--- src/verilog/imr_pkg.sv ---
// Purpose: Constants for the input multiplexer and scan mode register bank
// Assumes: Byte wide registers, 8-bit register addresses
// Notes:   Offsets, field positions and reset values live here
// Functional notes
// - Pairing fields reset to 00b; 00b keeps both inputs independent
// - Pairing 00b takes the negative mux output from the common pin
// - Pairing 01b: single-ended pair, even input positive, odd negative
// - Pairing 10b: pseudo-differential pair, even positive, odd negative
// - Common-mode bit affects only pairs set to 00b or 11b
// - Common-mode bit resets 0; 0 ground referred, 1 half-reference referred
// - Common-mode register bits 7-1 read as zero
// - Scan-control bits 7-4 read zero; software leaves them unwritten
// - Scan-control bit 3 reads the alarm pin level, resets 0
// - Scan-control bit 2 flags a configuration error, resets 0
// - Scan policy bits 1-0 reset 00b: manual, on-the-fly, auto, custom
// - Scan-control register decodes at 1Ch
// - Manual channel select register decodes at 1Dh
// - Scan launch register decodes at 1Eh
// - Scan abort register decodes at 1Fh
// - Instant select enable register decodes at 2Ah
// - Scan channel mask register decodes at 80h
// - Scan repeat control register decodes at 82h
// - Common-mode register decodes at 27h and resets to 00h
package imr_pkg;
  localparam logic [7:0] IMR_ADDR_SCAN_CTRL   = 8'h1c;
  localparam logic [7:0] IMR_ADDR_MANUAL_CH   = 8'h1d;
  localparam logic [7:0] IMR_ADDR_LAUNCH      = 8'h1e;
  localparam logic [7:0] IMR_ADDR_ABORT       = 8'h1f;
  localparam logic [7:0] IMR_ADDR_PAIRING     = 8'h24;
  localparam logic [7:0] IMR_ADDR_COMMON      = 8'h27;
  localparam logic [7:0] IMR_ADDR_INSTANT     = 8'h2a;
  localparam logic [7:0] IMR_ADDR_MASK        = 8'h80;
  localparam logic [7:0] IMR_ADDR_REPEAT      = 8'h82;

  localparam int         IMR_PAIRS            = 4;
  localparam int         IMR_POS_ALERT        = 3;
  localparam int         IMR_POS_ERROR        = 2;
  localparam int         IMR_POS_START        = 0;

  localparam logic [7:0] IMR_RST_PAIRING      = 8'h00;
  localparam logic       IMR_RST_COMMON       = 1'b0;
  localparam logic [2:0] IMR_RST_MANUAL_CH    = 3'h0;
  localparam logic       IMR_RST_INSTANT      = 1'b0;
  localparam logic [7:0] IMR_RST_MASK         = 8'h00;
  localparam logic [7:0] IMR_RST_REPEAT       = 8'h00;

  typedef enum logic [1:0] {
    IMR_PAIR_SEPARATE = 2'b00,
    IMR_PAIR_SINGLE   = 2'b01,
    IMR_PAIR_PSEUDO   = 2'b10,
    IMR_PAIR_SAME_00  = 2'b11
  } imr_pair_type;

  typedef enum logic [1:0] {
    IMR_SCAN_MANUAL   = 2'b00,
    IMR_SCAN_INSTANT  = 2'b01,
    IMR_SCAN_AUTO     = 2'b10,
    IMR_SCAN_CUSTOM   = 2'b11
  } imr_scan_type;

  localparam imr_scan_type IMR_RST_SCAN       = IMR_SCAN_MANUAL;
endpackage

--- src/verilog/imr_route_if.sv ---
// Purpose: Carries pairing setup to the router and routing back
// Assumes: Four input pairs, eight inputs
// Notes:   Per pair router outputs are nets, one bit per pair; mux selects are variables
`timescale 1ns/1ps
interface imr_route_if;
  logic [7:0] pairing;
  logic       half_ref_mode;
  logic [2:0] channel;
  wire  [3:0] joined;
  wire  [3:0] pseudo_diff;
  wire  [3:0] neg_common;
  wire  [3:0] half_ref;
  logic [2:0] pos_sel;
  logic [2:0] neg_sel;
  logic       neg_mux_common;

  modport cfg (
    output pairing,
    output half_ref_mode,
    output channel,
    input  joined,
    input  pseudo_diff,
    input  neg_common,
    input  half_ref,
    input  pos_sel,
    input  neg_sel,
    input  neg_mux_common
  );
  modport route (
    input  pairing,
    input  half_ref_mode,
    input  channel,
    output joined,
    output pseudo_diff,
    output neg_common,
    output half_ref,
    output pos_sel,
    output neg_sel,
    output neg_mux_common
  );
endinterface
--- src/verilog/imr_pair_route.sv ---
// Purpose: Decodes pairing fields into mux routing per input pair
// Assumes: Pairing byte as held by the register bank
// Notes:   Purely combinational
`timescale 1ns/1ps
module imr_pair_route
  import imr_pkg::*;
(
  imr_route_if.route rt
);
  logic [1:0] sel_pair;

  for (genvar p = 0; p < IMR_PAIRS; p++) begin : g_pair
    logic [1:0] setting;
    assign setting = rt.pairing[7-2*p -: 2];
    assign rt.joined[p]      = (setting == IMR_PAIR_SINGLE) ||
                               (setting == IMR_PAIR_PSEUDO);
    assign rt.pseudo_diff[p] = (setting == IMR_PAIR_PSEUDO);
    assign rt.neg_common[p]  = !rt.joined[p];
    assign rt.half_ref[p]    = !rt.joined[p] && rt.half_ref_mode;
  end

  assign sel_pair = rt.channel[2:1];

  always_comb begin
    if (rt.joined[sel_pair]) begin
      rt.pos_sel        = {sel_pair, 1'b0};
      rt.neg_sel        = {sel_pair, 1'b1};
      rt.neg_mux_common = 1'b0;
    end else begin
      rt.pos_sel        = rt.channel;
      rt.neg_sel        = 3'h0;
      rt.neg_mux_common = 1'b1;
    end
  end
endmodule // imr_pair_route

--- src/verilog/imr_regs.sv ---
// Purpose: Register bank for input pairing, common pin and scan mode
// Assumes: Plain register port, read data one cycle after the read strobe
// Notes:   Sequencing itself lives outside; this bank issues launch and abort pulses
`timescale 1ns/1ps
module imr_regs
  import imr_pkg::*;
(
  input  wire logic       sys_clk,
  input  wire logic       rst_n,
  input  wire logic [7:0] reg_addr,
  input  wire logic [7:0] reg_wdata,
  input  wire logic       reg_wr,
  input  wire logic       reg_rd,
  output logic      [7:0] reg_rdata,
  input  wire logic       alarm_pin,
  output logic      [1:0] scan_policy,
  output logic      [2:0] manual_channel,
  output logic            instant_select_en,
  output logic      [7:0] scan_mask,
  output logic      [7:0] scan_repeat,
  output logic            scan_launch_pulse,
  output logic            scan_abort_pulse,
  output logic            scan_running,
  output logic            config_error,
  output logic      [3:0] pair_joined,
  output logic      [3:0] pair_pseudo_diff,
  output logic      [3:0] pair_neg_common,
  output logic      [3:0] pair_half_ref,
  output logic      [2:0] positive_mux_output,
  output logic      [2:0] negative_mux_output,
  output logic            negative_mux_common
);
  logic [7:0]   input_pairing_q;
  logic         common_mode_q;
  imr_scan_type scan_policy_q;
  logic [2:0]   manual_channel_q;
  logic         instant_q;
  logic [7:0]   mask_q;
  logic [7:0]   repeat_q;
  logic         launch_q;
  logic         abort_q;
  logic         running_q;
  logic         error_q;
  logic         error_d;
  logic [7:0]   rdata_q;
  logic [7:0]   rdata_d;
  logic [3:0]   joined_q;
  logic [3:0]   pseudo_q;
  logic [3:0]   neg_common_q;
  logic [3:0]   half_ref_q;
  logic [2:0]   pos_q;
  logic [2:0]   neg_q;
  logic         neg_mux_common_q;
  logic         seq_policy;
  logic         wr_scan_ctrl;
  logic         wr_manual;
  logic         wr_launch;
  logic         wr_abort;
  logic         wr_pairing;
  logic         wr_common;
  logic         wr_instant;
  logic         wr_mask;
  logic         wr_repeat;

  imr_route_if rt ();

  imr_pair_route i_imr_pair_route (
    .rt (rt.route)
  );

  assign rt.pairing       = input_pairing_q;
  assign rt.half_ref_mode = common_mode_q;
  assign rt.channel       = manual_channel_q;

  assign seq_policy   = (scan_policy_q == IMR_SCAN_AUTO) ||
                        (scan_policy_q == IMR_SCAN_CUSTOM);
  assign wr_scan_ctrl = reg_wr && (reg_addr == IMR_ADDR_SCAN_CTRL);
  assign wr_manual    = reg_wr && (reg_addr == IMR_ADDR_MANUAL_CH);
  assign wr_launch    = reg_wr && (reg_addr == IMR_ADDR_LAUNCH);
  assign wr_abort     = reg_wr && (reg_addr == IMR_ADDR_ABORT);
  assign wr_pairing   = reg_wr && (reg_addr == IMR_ADDR_PAIRING);
  assign wr_common    = reg_wr && (reg_addr == IMR_ADDR_COMMON);
  assign wr_instant   = reg_wr && (reg_addr == IMR_ADDR_INSTANT);
  assign wr_mask      = reg_wr && (reg_addr == IMR_ADDR_MASK);
  assign wr_repeat    = reg_wr && (reg_addr == IMR_ADDR_REPEAT);

  // Pairing register
  always_ff @(posedge sys_clk or negedge rst_n) begin
    if (!rst_n) begin
      input_pairing_q <= IMR_RST_PAIRING;
    end else if (wr_pairing) begin
      input_pairing_q <= reg_wdata;
    end
  end

  // Common pin setup, only bit 0 is stored
  always_ff @(posedge sys_clk or negedge rst_n) begin
    if (!rst_n) begin
      common_mode_q <= IMR_RST_COMMON;
    end else if (wr_common) begin
      common_mode_q <= reg_wdata[0];
    end
  end

  // Scan policy; a channel write under auto or custom policy falls back to manual
  always_ff @(posedge sys_clk or negedge rst_n) begin
    if (!rst_n) begin
      scan_policy_q <= IMR_RST_SCAN;
    end else if (wr_scan_ctrl) begin
      scan_policy_q <= imr_scan_type'(reg_wdata[1:0]);
    end else if (wr_manual && seq_policy) begin
      scan_policy_q <= IMR_SCAN_MANUAL;
    end
  end

  // Manual channel select
  always_ff @(posedge sys_clk or negedge rst_n) begin
    if (!rst_n) begin
      manual_channel_q <= IMR_RST_MANUAL_CH;
    end else if (wr_manual) begin
      manual_channel_q <= reg_wdata[2:0];
    end
  end

  // Instant select enable
  always_ff @(posedge sys_clk or negedge rst_n) begin
    if (!rst_n) begin
      instant_q <= IMR_RST_INSTANT;
    end else if (wr_instant) begin
      instant_q <= reg_wdata[0];
    end
  end

  // Auto sequence mask
  always_ff @(posedge sys_clk or negedge rst_n) begin
    if (!rst_n) begin
      mask_q <= IMR_RST_MASK;
    end else if (wr_mask) begin
      mask_q <= reg_wdata;
    end
  end

  // Auto sequence repeat control
  always_ff @(posedge sys_clk or negedge rst_n) begin
    if (!rst_n) begin
      repeat_q <= IMR_RST_REPEAT;
    end else if (wr_repeat) begin
      repeat_q <= reg_wdata;
    end
  end

  // Launch pulse, ignored outside auto and custom policy
  always_ff @(posedge sys_clk or negedge rst_n) begin
    if (!rst_n) begin
      launch_q <= 1'b0;
    end else begin
      launch_q <= wr_launch && seq_policy && reg_wdata[IMR_POS_START];
    end
  end

  // Abort pulse, also sent when a channel write cuts a running sequence
  always_ff @(posedge sys_clk or negedge rst_n) begin
    if (!rst_n) begin
      abort_q <= 1'b0;
    end else begin
      abort_q <= (wr_abort && seq_policy && reg_wdata[IMR_POS_START]) ||
                 (wr_manual && seq_policy && running_q);
    end
  end

  // Sequence running flag; launch wins over any clear
  always_ff @(posedge sys_clk or negedge rst_n) begin
    if (!rst_n) begin
      running_q <= 1'b0;
    end else if (wr_launch && seq_policy && reg_wdata[IMR_POS_START]) begin
      running_q <= 1'b1;
    end else if ((wr_abort && reg_wdata[IMR_POS_START]) || wr_manual || !seq_policy) begin
      running_q <= 1'b0;
    end
  end

  // Configuration fault detection
  always_comb begin
    error_d = 1'b0;
    if ((scan_policy_q == IMR_SCAN_AUTO) && (mask_q == 8'h00)) begin
      error_d = 1'b1;
    end
    if (rt.joined[manual_channel_q[2:1]] && manual_channel_q[0]) begin
      error_d = 1'b1;
    end
  end

  always_ff @(posedge sys_clk or negedge rst_n) begin
    if (!rst_n) begin
      error_q <= 1'b0;
    end else begin
      error_q <= error_d;
    end
  end

  // Registered per pair routing flags
  always_ff @(posedge sys_clk or negedge rst_n) begin
    if (!rst_n) begin
      joined_q     <= 4'h0;
      pseudo_q     <= 4'h0;
      neg_common_q <= 4'hf;
      half_ref_q   <= 4'h0;
    end else begin
      joined_q     <= rt.joined;
      pseudo_q     <= rt.pseudo_diff;
      neg_common_q <= rt.neg_common;
      half_ref_q   <= rt.half_ref;
    end
  end

  // Registered mux output selection
  always_ff @(posedge sys_clk or negedge rst_n) begin
    if (!rst_n) begin
      pos_q            <= 3'h0;
      neg_q            <= 3'h0;
      neg_mux_common_q <= 1'b1;
    end else begin
      pos_q            <= rt.pos_sel;
      neg_q            <= rt.neg_sel;
      neg_mux_common_q <= rt.neg_mux_common;
    end
  end

  // Read multiplexer; unmapped and write-only addresses read zero
  always_comb begin
    rdata_d = 8'h00;
    case (reg_addr)
      IMR_ADDR_SCAN_CTRL: begin
        rdata_d[1:0]           = scan_policy_q;
        rdata_d[IMR_POS_ERROR] = error_q;
        rdata_d[IMR_POS_ALERT] = alarm_pin;
      end
      IMR_ADDR_MANUAL_CH: begin
        rdata_d[2:0] = manual_channel_q;
      end
      IMR_ADDR_PAIRING: begin
        rdata_d = input_pairing_q;
      end
      IMR_ADDR_COMMON: begin
        rdata_d[0] = common_mode_q;
      end
      IMR_ADDR_INSTANT: begin
        rdata_d[0] = instant_q;
      end
      IMR_ADDR_MASK: begin
        rdata_d = mask_q;
      end
      IMR_ADDR_REPEAT: begin
        rdata_d = repeat_q;
      end
      default: begin
        rdata_d = 8'h00;
      end
    endcase
  end

  // Read data stands only in the cycle after the strobe
  always_ff @(posedge sys_clk or negedge rst_n) begin
    if (!rst_n) begin
      rdata_q <= 8'h00;
    end else if (reg_rd) begin
      rdata_q <= rdata_d;
    end else begin
      rdata_q <= 8'h00;
    end
  end

  assign reg_rdata           = rdata_q;
  assign scan_policy         = scan_policy_q;
  assign manual_channel      = manual_channel_q;
  assign instant_select_en   = instant_q;
  assign scan_mask           = mask_q;
  assign scan_repeat         = repeat_q;
  assign scan_launch_pulse   = launch_q;
  assign scan_abort_pulse    = abort_q;
  assign scan_running        = running_q;
  assign config_error        = error_q;
  assign pair_joined         = joined_q;
  assign pair_pseudo_diff    = pseudo_q;
  assign pair_neg_common     = neg_common_q;
  assign pair_half_ref       = half_ref_q;
  assign positive_mux_output = pos_q;
  assign negative_mux_output = neg_q;
  assign negative_mux_common = neg_mux_common_q;
endmodule // imr_regs

--- config.mk ---
export PLATFORM = sky130hd
export DESIGN_NAME = imr_regs
export DESIGN_NICKNAME = d
export VERILOG_FILES = /design/src/verilog/imr_pkg.sv /design/src/verilog/imr_route_if.sv /design/src/verilog/imr_pair_route.sv /design/src/verilog/imr_regs.sv
export SDC_FILE = /design/constraint.sdc
export NUM_CORES = 1
export LEC_CHECK = 0
export CAP_MARGIN = 25
export CORE_AREA = 4 4 79 81
export CTS_CLUSTER_DIAMETER = 200
export DETAILED_ROUTE_END_ITERATION = 10
export DIE_AREA = 0 0 83 85
export DONT_BUFFER_PORTS = 1
export GPL_ROUTABILITY_DRIVEN = 0
export PLACE_DENSITY = 0.68
export SLEW_MARGIN = 10
export SYNTH_ARGS = -nofsm -noshare
export SYNTH_HDL_FRONTEND = slang
export SYNTH_SLANG_ARGS = --single-unit
--- constraint.sdc ---
create_clock -name sys_clk -period 3.37 [get_ports sys_clk]
set_input_delay 0.674 -clock sys_clk [delete_from_list [all_inputs] [get_ports sys_clk]]
set_output_delay 0.674 -clock sys_clk [all_outputs]
set_load 0.1 [all_outputs]
==> flow_summary.ini <==
[synth]
yosys.cell_types.count = 45
post-synth-top-area-cell = dfrtp_1
mappedNetlistNets = 259
synth-async-reset-ratio_pct = 100
synth.top_cell.area_share_pct = 51.9
yosys_register_bits = 66
synth-edff-count = 0
netlist_top_cells_area = dfrtp_1 52%, mux2_2 11%, dfstp_2 4.5%
dominantRegCellSynth = dfrtp_1
synth_warnings = 0
synth_sequential_area_ratio_pct = 56.4
area_of_the_mapped_netlist_um2 = 2940
mapped_cells = 234
post_synth.cell_area_avg_um2 = 12.6

[drt]
vias_per_cell = 6.17
first_iter_violations = 105
dr_total_vias = 1949
route.final.wire_length_mm = 6.69
number_of_detailed_route_iterations_in_the_first_pass = 4
detail-route-antenna-nets = 0
route.detailed.drc = 0
routed_wire_length_per_instance_um = 21.2

[cells_and_area]
final_layout_size_suffix_gt1_share_pct = 26.2
most-common-layout-cells = 61 x dfrtp_1, 29 x mux2_2, 20 x nand3_1, 11 x inv_1
synthToLayoutAreaGrowth_pct = 9.49
finish.utilization_pct = 58.8
non_filler_instance_count_after_layout = 316
antennaDiodeCount = 0
commonest_non_fill_non_tap_cell_in_the_layout = dfrtp_1
design.final.nets = 264

[timing]
timing.final.hold_violations = 0
timing.fmax_mhz = 490
final.setup_skew_ns = 0.00608
grt_setup_unrepaired = no
setup_viol = 0
period_share_pct = 60.5
worst_pin_slew_ns = 1.04
period_minus_slack_ns = 2.04
report.final.slew_viol_count = 0
setup_tns_ns = 0
worst_slew_margin_rel_pct = 30.7

[hold_path]
holdCritPathClass = in -> async

[place]
post_detailed_placement_half_perimeter_wirelength_mm = 4.77
total_placed_cells_including_tap_cells = 299
quantity_of_i_o_buffers_inserted_on_ports = 0

[pwr]
clockPowerShare_pct = 38.3
power_frac_comb_pct = 4.2
p_per_area_nw_per_um2 = 589
p_seq_share_pct = 57.5
fraction_of_power_spent_switching_nets_pct = 31.2
internal-power_uw = 1310
net-switching-power_uw = 592
total_power_uw = 1900
total_leakage_power_uw = 0.00153
vdd.ir_drop.worst_uv = 320

[floorplan]
die_y_um = 85
core-area_um2 = 5470
initial_utilization_pct = 53.7
io_pins = 78
die_width_um = 83
overall_die_area_um2 = 7060
floorplan.rows = 27

[clock_network]
cts.reportedPaths.clkPinSlew_ns = 0.07
cts_made_buffers = 9
clock_tree_from_tritoncts = yes
htreeDepth = 3
postCtsResizedCells = 0
cts.hold.buffers_added = 0
cts_num_sinks = 66
clkLatencyLatePin_ns = 0.33
cts.root.buffer_cell = clkbuf_8
cts.path.max_buffers = 2
postCtsSetupBuffers = 0

[global_routing]
antenna_found_initial = 0
number_of_global_route_vias_before_repair = 2061
groute.usage.overall_pct = 20.0
pin_count_of_the_biggest_net_entering_global_routing = 67
first_pass_grt_wire_length_mm = 11.0
grt_total_ovfl = 0

[critical_path]
worstSetupPathType = reg -> out
critical_path.max_fanout = 6
r2r_setup_slack_ns = 1.48
cp.arrival_ns = 1.37
worstSetupEndpointType = primary output
worstSetupStartpointType = register
crit_required_ns = 2.70

[run]
cap_viol_max_count = 0

[outcome]
status = finished clean
-- registers in the layout, summed over array words and instances, names as in the netlist, 2 cells and up --
name                 flops
scan_policy              2
positive_mux_output      3
reg_rdata                8
negative_mux_output      3
scan_mask                8
scan_repeat              8
pair_joined              4
pair_neg_common          4
manual_channel           3
pair_pseudo_diff         4
input_pairing_q          8
pair_half_ref            4
-- cells by family after synthesis --
group                    synth area share (%)
flip-flops                               56.4
AO/OA/AOI/OAI                            7.15
adder cells (fa/ha/maj)                  1.70
multiplexers                             13.8
AND/OR/NAND/NOR                          17.3
buffers and inverters                    3.62
-- path summary, 6_finish.rpt --
kind / from / cells past startpoint / to
worst max-delay path: manual_channel[2] / 0 / manual_channel[2]
worst min-delay path: rst_n / 0 / pair_half_ref[3]
worst max register to register: manual_channel[2] / 3 / config_error
worst min register to register: input_pairing_q[0] / 1 / input_pairing_q[0]
max in group asynchronous: rst_n / 0 / pair_neg_common[2]
min in group sys_clk: reg_addr[0] / 1 / scan_running
-- metal layers --
metal  up-vias  track usage (%)  wire length [µm]
met5         -                0                 0
met4         0             9.21               155
met3        17             7.86               662
met2        97             31.3              3230
met1       973             24.6              2640
li1        862                -                 -
-- power groups by stage --
stage                     logic, µW  clock network (µW)  registers [µW]
after floorplan                76.9                   0            1090
after CTS                      78.6                 742            1090
final                          80.1                 727            1090
after global routing           89.2                 786            1090
after global placement         76.6                   0            1110
after detailed placement       78.3                   0            1110
-- cell type report --
| type | count | area [µm²] |
|---|---|---|
| repair buffers | 4 | 33.8 |
| multi-input cells | 147 | 1180 |
| well taps | 72 | 90.1 |
| clock inverters | 4 | 75.1 |
| clock buffers | 12 | 145 |
| fillers | 476 | 2250 |
| inverters | 11 | 41.3 |
| flip-flops and latches | 66 | 1660 |
-- through the flow --
stage,hold WS [ns],worst slack [ns],area [µm²]
after global placement,0.380,1.12,2990
after CTS,0.0156,1.30,3210
after detailed placement,0.380,1.08,2990
after floorplan,0.378,1.41,2940
final,0.0335,1.33,3220
after global routing,0.00923,1.28,3220
-- cell usage after synthesis, types with 2 or more instances --
cell	number
dfrtp_1	61
mux2_2	29
nand3_1	20
inv_1	11
nand2_1	10
and2_1	8
a21oi_1	7
nand4_1	7
a21o_1	5
dfstp_2	5
mux2i_1	5
nor2_1	5
clkbuf_1	4
ha_1	4
nor2b_1	4
and3_1	3
buf_4	3
o21ai_0	3
a21boi_0	2
a32o_1	2
and4_1	2
buf_6	2
mux2_4	2
nand3_4	2
nor2_2	2
nor3_1	2
nor3b_1	2
nor4b_1	2
nor4b_4	2
o211ai_1	2
o221a_2	2
No activity file was read; power rests on OpenSTA's default activity.
